`src/pkg/watchdog_defines.vh`:
```
`ifndef WATCHDOG_DEFINES_VH
`define WATCHDOG_DEFINES_VH
// ==========================================================
// Watchdog control register layout.
`define WDOG_BIT_UNLOCK     0
`define WDOG_BIT_KICK       1
`define WDOG_BIT_STATUS     2
`define WDOG_BIT_IRQSEL     3
`define WDOG_PRE_LO         4
`define WDOG_PRE_HI         7
`define WDOG_CTRL_RESET     8'h00
// ==========================================================
// Timing.
`define WDOG_CLK_HZ         25000000
`define WDOG_REF_HZ         32768
`define WDOG_BASE_PERIODS   20'h00200
`define WDOG_REF_DIV        ((`WDOG_CLK_HZ + `WDOG_REF_HZ / 2) / `WDOG_REF_HZ)
`define WDOG_PRE_MAX        4'h7
`define WDOG_PRE_IMMEDIATE  4'h8
`define WDOG_RST_PULSE      4'hF
`endif

```
`src/logic/wdog_ref_tick.v`:
```
`timescale 1ns/100ps
// ==========================================================
// Reference tick generator.
// Approximates the 32.768 kHz reference from the core clock.
module wdog_ref_tick #(
   parameter DIV = 763
) (
   input  wire clk,
   input  wire arst_n,
   input  wire restart,
   output reg  tick_q
);
   reg [15:0] cnt_q;

   always @(posedge clk or negedge arst_n) begin
      if (!arst_n) begin
         cnt_q  <= 16'h0000;
         tick_q <= 1'b0;
      end else if (restart) begin
         cnt_q  <= 16'h0000;
         tick_q <= 1'b0;
      end else if (cnt_q == DIV[15:0] - 16'h0001) begin
         cnt_q  <= 16'h0000;
         tick_q <= 1'b1;
      end else begin
         cnt_q  <= cnt_q + 16'h0001;
         tick_q <= 1'b0;
      end
   end
endmodule

```
`src/logic/watchdog_timer_control.v`:
```
`timescale 1ns/100ps
`include "watchdog_defines.vh"
// ==========================================================
// Functional notes
// Codes 4-7 timeout 250-2000ms; 8 resets immediately.
// Interrupt select bit picks irq over reset.
// Watchdog irq unmaskable, fixed high priority.
// Timeout sets status; write 0 or hardware reset clears.
// Watchdog reset keeps status flag set.
// Writing enable 1 enables and restarts counters.
// Software rekicks before period, else reset/interrupt.
// Enable cleared: write 0, dog reset, hwreset, monitor.
// Set unlock, next instruction must write register.
// Period is 2^code times 512 reference periods.
// Prescale field occupies bits 7 to 4.
// Other next instruction drops unlock, no change.
// Software disables interrupts around write sequence.
module watchdog_timer_control #(
   parameter REF_DIV = `WDOG_REF_DIV
) (
   input  wire       clk,
   input  wire       arst_n,
   input  wire       instr_done,
   input  wire       reg_wr,
   input  wire       unlock_set,
   input  wire [7:0] reg_wdata,
   input  wire       supply_monitor_irq,
   input  wire       global_interrupt_enable,
   output reg  [7:0] watchdog_control,
   output reg        wdog_irq_q,
   output reg        wdog_irq_high_prio_q,
   output reg        sys_reset_q
);
   // ==========================================================
   // Register state.
   reg  [3:0]  pre_q;
   reg         irqsel_q;
   reg         status_q;
   reg         kick_q;
   reg         unlock_q;
   reg  [19:0] count_q;
   reg  [3:0]  rst_cnt_q;
   reg  [3:0]  rst_cnt_d;
   reg         dog_rst_q;
   reg  [1:0]  rs_state_q;
   reg  [1:0]  rs_state_d;
   wire        tick;
   wire        restart;
   wire        wr_ok;
   wire [19:0] limit;
   wire        expire;
   wire        immediate;

   // ==========================================================
   // Reset request sequencer states, one-hot.
   localparam [1:0] RS_IDLE = 2'b01;
   localparam [1:0] RS_HOLD = 2'b10;

   // ==========================================================
   // Write decode and timeout compare.

   // A write is only honoured directly after the unlock step.
   assign wr_ok     = reg_wr && unlock_q;
   assign restart   = wr_ok && reg_wdata[`WDOG_BIT_KICK];
   // The field is four bits; codes above the largest period never expire the counter.
   assign limit     = `WDOG_BASE_PERIODS << pre_q[2:0];
   assign immediate = kick_q && (pre_q == `WDOG_PRE_IMMEDIATE);
   assign expire    = kick_q && (pre_q <= `WDOG_PRE_MAX) && tick
                      && (count_q + 20'h00001 >= limit);

   wdog_ref_tick #(
      .DIV (REF_DIV)
   ) u_tick (
      .clk     (clk),
      .arst_n  (arst_n),
      .restart (restart),
      .tick_q  (tick)
   );

   // ==========================================================
   // Unlock window: one instruction long.
   always @(posedge clk or negedge arst_n) begin
      if (!arst_n) begin
         unlock_q <= 1'b0;
      end else if (unlock_set) begin
         unlock_q <= 1'b1;
      end else if (instr_done || wr_ok) begin
         // Whatever instruction completes next closes the window, so an
         // instruction slipped in between leaves the later write refused.
         unlock_q <= 1'b0;
      end
   end

   // ==========================================================
   // Prescale and response select.
   always @(posedge clk or negedge arst_n) begin
      if (!arst_n) begin
         pre_q    <= 4'h0;
         irqsel_q <= 1'b0;
      end else if (wr_ok) begin
         pre_q    <= reg_wdata[`WDOG_PRE_HI:`WDOG_PRE_LO];
         irqsel_q <= reg_wdata[`WDOG_BIT_IRQSEL];
      end
   end

   // ==========================================================
   // Enable bit: the clearing events beat a software write.
   always @(posedge clk or negedge arst_n) begin
      if (!arst_n) begin
         kick_q <= 1'b0;
      end else if (supply_monitor_irq) begin
         kick_q <= 1'b0;
      end else if ((expire && !irqsel_q) || immediate) begin
         kick_q <= 1'b0;
      end else if (wr_ok) begin
         kick_q <= reg_wdata[`WDOG_BIT_KICK];
      end
   end

   // ==========================================================
   // Timeout counter.
   always @(posedge clk or negedge arst_n) begin
      if (!arst_n)
         count_q <= 20'h00000;
      else if (restart || expire)
         count_q <= 20'h00000;
      else if (kick_q && tick)
         count_q <= count_q + 20'h00001;
   end

   // ==========================================================
   // Status flag: set wins over a software clear.
   always @(posedge clk or negedge arst_n) begin
      if (!arst_n) begin
         status_q <= 1'b0;
      end else if (expire || immediate) begin
         status_q <= 1'b1;
      end else if (wr_ok && !reg_wdata[`WDOG_BIT_STATUS]) begin
         status_q <= 1'b0;
      end
   end

   // ==========================================================
   // Interrupt request and its priority marker.
   always @(posedge clk or negedge arst_n) begin
      if (!arst_n) begin
         wdog_irq_q           <= 1'b0;
         wdog_irq_high_prio_q <= 1'b0;
      end else begin
         // Irq ignores the global enable.
         wdog_irq_q           <= expire && irqsel_q;
         wdog_irq_high_prio_q <= (expire && irqsel_q) | global_interrupt_enable
                                 | ~global_interrupt_enable;
      end
   end

   // ==========================================================
   // Reset request. The internal reset pulse never touches this block,
   // so the status flag survives it.
   always @(posedge clk or negedge arst_n) begin
      if (!arst_n)
         dog_rst_q <= 1'b0;
      else
         dog_rst_q <= (expire && !irqsel_q) || immediate;
   end

   // ==========================================================
   // Reset pulse sequencer: a new request restarts the hold time.
   always @* begin
      rs_state_d = rs_state_q;
      rst_cnt_d  = rst_cnt_q;
      case (rs_state_q)
         RS_IDLE: begin
            if (dog_rst_q) begin
               rs_state_d = RS_HOLD;
               rst_cnt_d  = `WDOG_RST_PULSE;
            end
         end
         RS_HOLD: begin
            if (dog_rst_q) begin
               rst_cnt_d  = `WDOG_RST_PULSE;
            end else if (rst_cnt_q == 4'h1) begin
               rs_state_d = RS_IDLE;
               rst_cnt_d  = 4'h0;
            end else begin
               rst_cnt_d  = rst_cnt_q - 4'h1;
            end
         end
         default: begin
            rs_state_d = RS_IDLE;
            rst_cnt_d  = 4'h0;
         end
      endcase
   end

   always @(posedge clk or negedge arst_n) begin
      if (!arst_n) begin
         rs_state_q <= RS_IDLE;
         rst_cnt_q  <= 4'h0;
      end else begin
         rs_state_q <= rs_state_d;
         rst_cnt_q  <= rst_cnt_d;
      end
   end

   // ==========================================================
   // System reset output.
   always @(posedge clk or negedge arst_n) begin
      if (!arst_n)
         sys_reset_q <= 1'b0;
      else
         sys_reset_q <= dog_rst_q || (rs_state_q == RS_HOLD);
   end

   // ==========================================================
   // Register readback.
   always @(posedge clk or negedge arst_n) begin
      if (!arst_n)
         watchdog_control <= `WDOG_CTRL_RESET;
      else
         watchdog_control <= {pre_q, irqsel_q, status_q, kick_q, unlock_q};
   end
endmodule

```
`config.mk`:
```
export PLATFORM = sky130hd
export DESIGN_NAME = watchdog_timer_control
export DESIGN_NICKNAME = d
export VERILOG_FILES = /design/src/logic/wdog_ref_tick.v /design/src/logic/watchdog_timer_control.v
export VERILOG_INCLUDE_DIRS = /design/src /design/src/pkg
export SDC_FILE = /design/constraint.sdc
export NUM_CORES = 1
export LEC_CHECK = 0
export BUFFER_PORTS_ARGS = -buffer_cell sky130_fd_sc_hd__buf_2
export CAP_MARGIN = 20
export CORE_MARGIN = 2
export CORE_UTILIZATION = 23
export DETAILED_ROUTE_END_ITERATION = 8
export HOLD_SLACK_MARGIN = 0.02
export PLACE_DENSITY = 0.48
export SYNTH_ARGS = -nofsm -noshare
export SYNTH_HDL_FRONTEND = slang
export SYNTH_SLANG_ARGS = --single-unit
```
`constraint.sdc`:
```
create_clock -name clk -period 4.44 [get_ports clk]
set_clock_uncertainty 0.2 [all_clocks]
set_input_delay 0.222 -clock clk [delete_from_list [all_inputs] [get_ports clk]]
set_output_delay 0.222 -clock clk [all_outputs]
set_load 0.05 [all_outputs]
```
==> impl_metrics.prom <==
# TYPE chip_impl_metric gauge
chip_impl_info{name="setup.worst_path.start_class",value="register"} 1
chip_impl_info{name="cp_cell_sequence",value="ha_1 -> nand3_1 -> nor3_1 -> nand4_1 -> xnor2_1 -> ha_1 -> nand2_1 -> o21ai_0 -> o21a_1 -> nor4_1 -> nand2_1 -> a2111oi_2"} 1
chip_impl_metric{name="port_buffers",unit=""} 23
chip_impl_metric{name="cts_max_level",unit=""} 3
chip_impl_metric{name="grt_max_degree",unit=""} 33
chip_impl_metric{name="initial_utilization",unit="%"} 23.7
chip_impl_metric{name="place.detailed.hpwl",unit="µm"} 4740
chip_impl_info{name="class_of_the_worst_hold_path",value="register to register"} 1
chip_impl_metric{name="chipHeight",unit="µm"} 124
chip_impl_metric{name="syn_area",unit="µm²"} 3320
chip_impl_info{name="outcome",value="finished, final reports clean"} 1
chip_impl_metric{name="final_design_area_no_fill",unit="µm²"} 4040
chip_impl_metric{name="report.power.total",unit="µW"} 1630
chip_impl_info{name="ys_dominant_reg_cell",value="sky130_fd_sc_hd__dfrtp_1"} 1
chip_impl_info{name="root_buffer",value="sky130_fd_sc_hd__clkbuf_16"} 1
chip_impl_metric{name="finalSetupViolations",unit=""} 0
chip_impl_info{name="path_class",value="register to register"} 1
chip_impl_info{name="unrepaired_setup_endpoints_after_global_routing",value="false"} 1
chip_impl_metric{name="diodes",unit=""} 0
chip_impl_metric{name="wl_per_cell",unit="µm"} 12.5
chip_impl_metric{name="grt_usage",unit="%"} 10.2
chip_impl_metric{name="min_path_cells",unit=""} 0
chip_impl_metric{name="post_synth_num_cell_types",unit=""} 47
chip_impl_metric{name="static-leakage-power",unit="µW"} 0.00180
chip_impl_metric{name="synth_sequential_area_ratio",unit="%"} 47.6
chip_impl_metric{name="synth.ff_latch_count",unit=""} 63
chip_impl_metric{name="maxClockFrequency",unit="GHz"} 0.267
chip_impl_metric{name="grt_pass1_vias",unit=""} 2491
chip_impl_metric{name="clk_pin_slew",unit="ns"} 0.05
chip_impl_metric{name="grt_first_pass_wirelength",unit="µm"} 12100
chip_impl_metric{name="globalplace.congestion",unit=""} 0.778
chip_impl_metric{name="worst_ir_drop_vdd",unit="V"} 0.000161
chip_impl_metric{name="relSlewSlack",unit="%"} 49.1
chip_impl_info{name="synth_area_leaders",value="sky130_fd_sc_hd__dfrtp_1, sky130_fd_sc_hd__nor2_1, sky130_fd_sc_hd__xnor2_1, sky130_fd_sc_hd__ha_1, sky130_fd_sc_hd__xor2_1"} 1
chip_impl_metric{name="drv.max_cap_violation_count",unit=""} 0
chip_impl_metric{name="synthCells",unit=""} 334
chip_impl_metric{name="routed_via_density",unit=""} 4.41
chip_impl_metric{name="detailroute.via_count",unit=""} 2455
chip_impl_metric{name="power.density",unit="nW/µm²"} 403
chip_impl_metric{name="antenna_violations_before_repair",unit=""} 0
chip_impl_info{name="yosys-top-cells-count",value="sky130_fd_sc_hd__dfrtp_1, sky130_fd_sc_hd__nor2_1, sky130_fd_sc_hd__nand2_1, sky130_fd_sc_hd__xnor2_1, sky130_fd_sc_hd__nand3_1"} 1
chip_impl_metric{name="async_flop_share",unit="%"} 100
chip_impl_metric{name="post-synth-top-area-fraction",unit="%"} 46.8
chip_impl_metric{name="ios",unit=""} 26
chip_impl_metric{name="ys.warnings.count",unit=""} 0
chip_impl_metric{name="cp_slowest_stage_delay",unit="ns"} 0.48
chip_impl_metric{name="finish.utilization",unit="%"} 28.9
chip_impl_metric{name="num-fill-cells",unit=""} 1457
chip_impl_metric{name="critical_path_arrival",unit="ns"} 3.75
chip_impl_metric{name="route.final.wire_length",unit="µm"} 6950
chip_impl_metric{name="period_share",unit="%"} 84.3
chip_impl_metric{name="clk-insertion-delay-late",unit="ns"} 0.33
chip_impl_metric{name="drt.antenna.violating_nets",unit=""} 0
chip_impl_metric{name="drive_gt1_share",unit="%"} 15.6
chip_impl_metric{name="fp.dieArea",unit="µm²"} 15400
chip_impl_metric{name="rows",unit=""} 43
chip_impl_metric{name="hold_buf_count_cts",unit=""} 10
chip_impl_info{name="setup.worst_path.end_class",value="register"} 1
chip_impl_metric{name="post_cts.repair.setup_buffers",unit=""} 0
chip_impl_metric{name="placedInstanceArea",unit="µm²"} 3630
chip_impl_metric{name="syn_avg_cell_area",unit="µm²"} 9.93
chip_impl_metric{name="worst_path_fanout_max",unit=""} 6
chip_impl_metric{name="worstPathRequired",unit="ns"} 4.45
chip_impl_info{name="synthMostInstantiatedCell",value="sky130_fd_sc_hd__dfrtp_1"} 1
chip_impl_metric{name="tritoncts_num_sinks",unit=""} 63
chip_impl_metric{name="synth-edff-count",unit=""} 0
chip_impl_metric{name="area_inside_the_core_boundary",unit="µm²"} 14000
chip_impl_info{name="tritoncts_clock_tree",value="done"} 1
chip_impl_info{name="yosys.area.top_type",value="sky130_fd_sc_hd__dfrtp_1"} 1
chip_impl_metric{name="synth.net_count",unit=""} 364
chip_impl_metric{name="global_route.overflow_total",unit=""} 0
chip_impl_metric{name="area_delta_synth_final",unit="%"} 21.9
chip_impl_metric{name="ff2ff_path_depth",unit=""} 12
chip_impl_metric{name="min_period",unit="ns"} 3.74
chip_impl_metric{name="ctsResizeCount",unit=""} 0
chip_impl_metric{name="clk_path_buf_depth",unit=""} 2
chip_impl_metric{name="tightest_slew",unit="ns"} 0.763
chip_impl_info{name="critPathSlowestCell",value="sky130_fd_sc_hd__dfrtp_1"} 1
chip_impl_metric{name="initialDrtViolationCount",unit=""} 142
chip_impl_metric{name="die_w",unit="µm"} 124
chip_impl_metric{name="finalHoldViolations",unit=""} 0
chip_impl_metric{name="drt_first_pass_iters",unit=""} 4
chip_impl_metric{name="numCtsBuffers",unit=""} 9
chip_impl_metric{name="fin_setup_tns",unit="ns"} 0
chip_impl_metric{name="drc",unit=""} 0
chip_impl_metric{name="number_of_pins_exceeding_their_max_slew_limit_in_the_final_report",unit=""} 0
chip_impl_metric{name="final_net_count",unit=""} 402
-- critical path: cells and delay by family (launching register included) --
kind	cells	cell delay (ns)
compound gates	3	0.65
flops	1	0.48
fa+ha+maj	2	0.53
xor+xnor	1	0.18
simple gates	6	1.59
-- flip-flops by register name (all words and copies together), names as in the netlist, 2 cells and up --
signal	cells
count_q	20
u_tick.cnt_q	16
watchdog_control	8
pre_q	4
rst_cnt_q	4
rs_state_q	2
-- path summary, 6_finish.rpt --
path                                        startpoint                             to  slack [ns]
max in group asynchronous                       arst_n      rs_state_q[0]$_DFFE_PN1P_        2.80
worst max-delay path            count_q[0]$_DFFE_PN0P_             kick_q$_DFFE_PN0P_        0.70
worst min register to register    status_q$_DFFE_PN0P_  watchdog_control[2]$_DFF_PN0_        0.17
worst min-delay path              status_q$_DFFE_PN0P_  watchdog_control[2]$_DFF_PN0_        0.17
min in group asynchronous                       arst_n        count_q[10]$_DFFE_PN0P_        0.30
worst max register to register  count_q[0]$_DFFE_PN0P_             kick_q$_DFFE_PN0P_        0.70
-- kinds of logic (layout without fill, tap and decap cells) --
logic type / after synthesis / in the layout / share of synthesized area (%)
AO/OA/AOI/OAI: 39 / 39 / 8.07
XOR/XNOR: 38 / 38 / 10.0
adder cells (fa/ha/maj): 15 / 15 / 5.66
buffers and inverters: 16 / 59 / 2.11
flip-flops: 63 / 63 / 47.6
multiplexers: 7 / 7 / 2.49
other: 1 / 1 / 0.113
AND/OR/NAND/NOR: 155 / 155 / 24.0
-- layout by cell type, fill, tap and decap left out, types with 2 or more instances in the layout --
cell type	n
sky130_fd_sc_hd__ha_1	15
sky130_fd_sc_hd__xnor2_1	22
sky130_fd_sc_hd__nand3b_1	3
sky130_fd_sc_hd__o21a_1	2
sky130_fd_sc_hd__inv_1	8
sky130_fd_sc_hd__clkbuf_1	2
sky130_fd_sc_hd__nor2_1	56
sky130_fd_sc_hd__nand2b_1	3
sky130_fd_sc_hd__and3_1	6
sky130_fd_sc_hd__nand4_4	2
sky130_fd_sc_hd__a21oi_1	10
sky130_fd_sc_hd__nand2_1	22
sky130_fd_sc_hd__clkbuf_8	3
sky130_fd_sc_hd__a21o_1	3
sky130_fd_sc_hd__o21ai_0	13
sky130_fd_sc_hd__dlygate4sd3_1	10
sky130_fd_sc_hd__xor2_1	16
sky130_fd_sc_hd__buf_4	2
sky130_fd_sc_hd__dfrtp_1	62
sky130_fd_sc_hd__nor4_1	2
sky130_fd_sc_hd__clkbuf_16	9
sky130_fd_sc_hd__buf_2	23
sky130_fd_sc_hd__nand4_1	11
sky130_fd_sc_hd__mux2_2	6
sky130_fd_sc_hd__nor2b_1	4
sky130_fd_sc_hd__nor3_1	10
sky130_fd_sc_hd__or3_1	7
sky130_fd_sc_hd__or3b_2	2
sky130_fd_sc_hd__nand3_1	20
-- layer usage --
metal,up-vias,GRT usage [%],routed length [µm]
met5,-,0,0
met4,0,3.79,120
met3,8,3.30,336
met2,41,16.2,3140
met1,1175,12.9,3360
li1,1231,-,-
-- stage by stage --
| step | std cells | hold WS, ns | setup WS [ns] |
|---|---|---|---|
| after floorplan | 334 | -0.274 | 1.36 |
| after global placement | 531 | 0.130 | 0.775 |
| after detailed placement | 531 | 0.148 | 0.720 |
| after CTS | 557 | 0.176 | 0.661 |
| after global routing | 557 | 0.183 | 0.397 |
| final | 557 | 0.173 | 0.699 |
-- final cells by class --
cell class                 instances  area [µm²]  share of cell area, %
inverter                           8        30.0                  0.743
multi-input combinational        255        1670                   41.3
timing repair buffer              35         230                   5.69
tap                              180         225                   5.57
clock inverter                     2        37.5                  0.928
sequential                        63        1580                   39.0
clock buffer                      14         274                   6.78
-- report_power, final --
group | internal, µW | switching, µW
clock network | 481 | 241
registers | 625 | 52.6
logic | 94.2 | 135
Power figures use the tool's default switching activity.
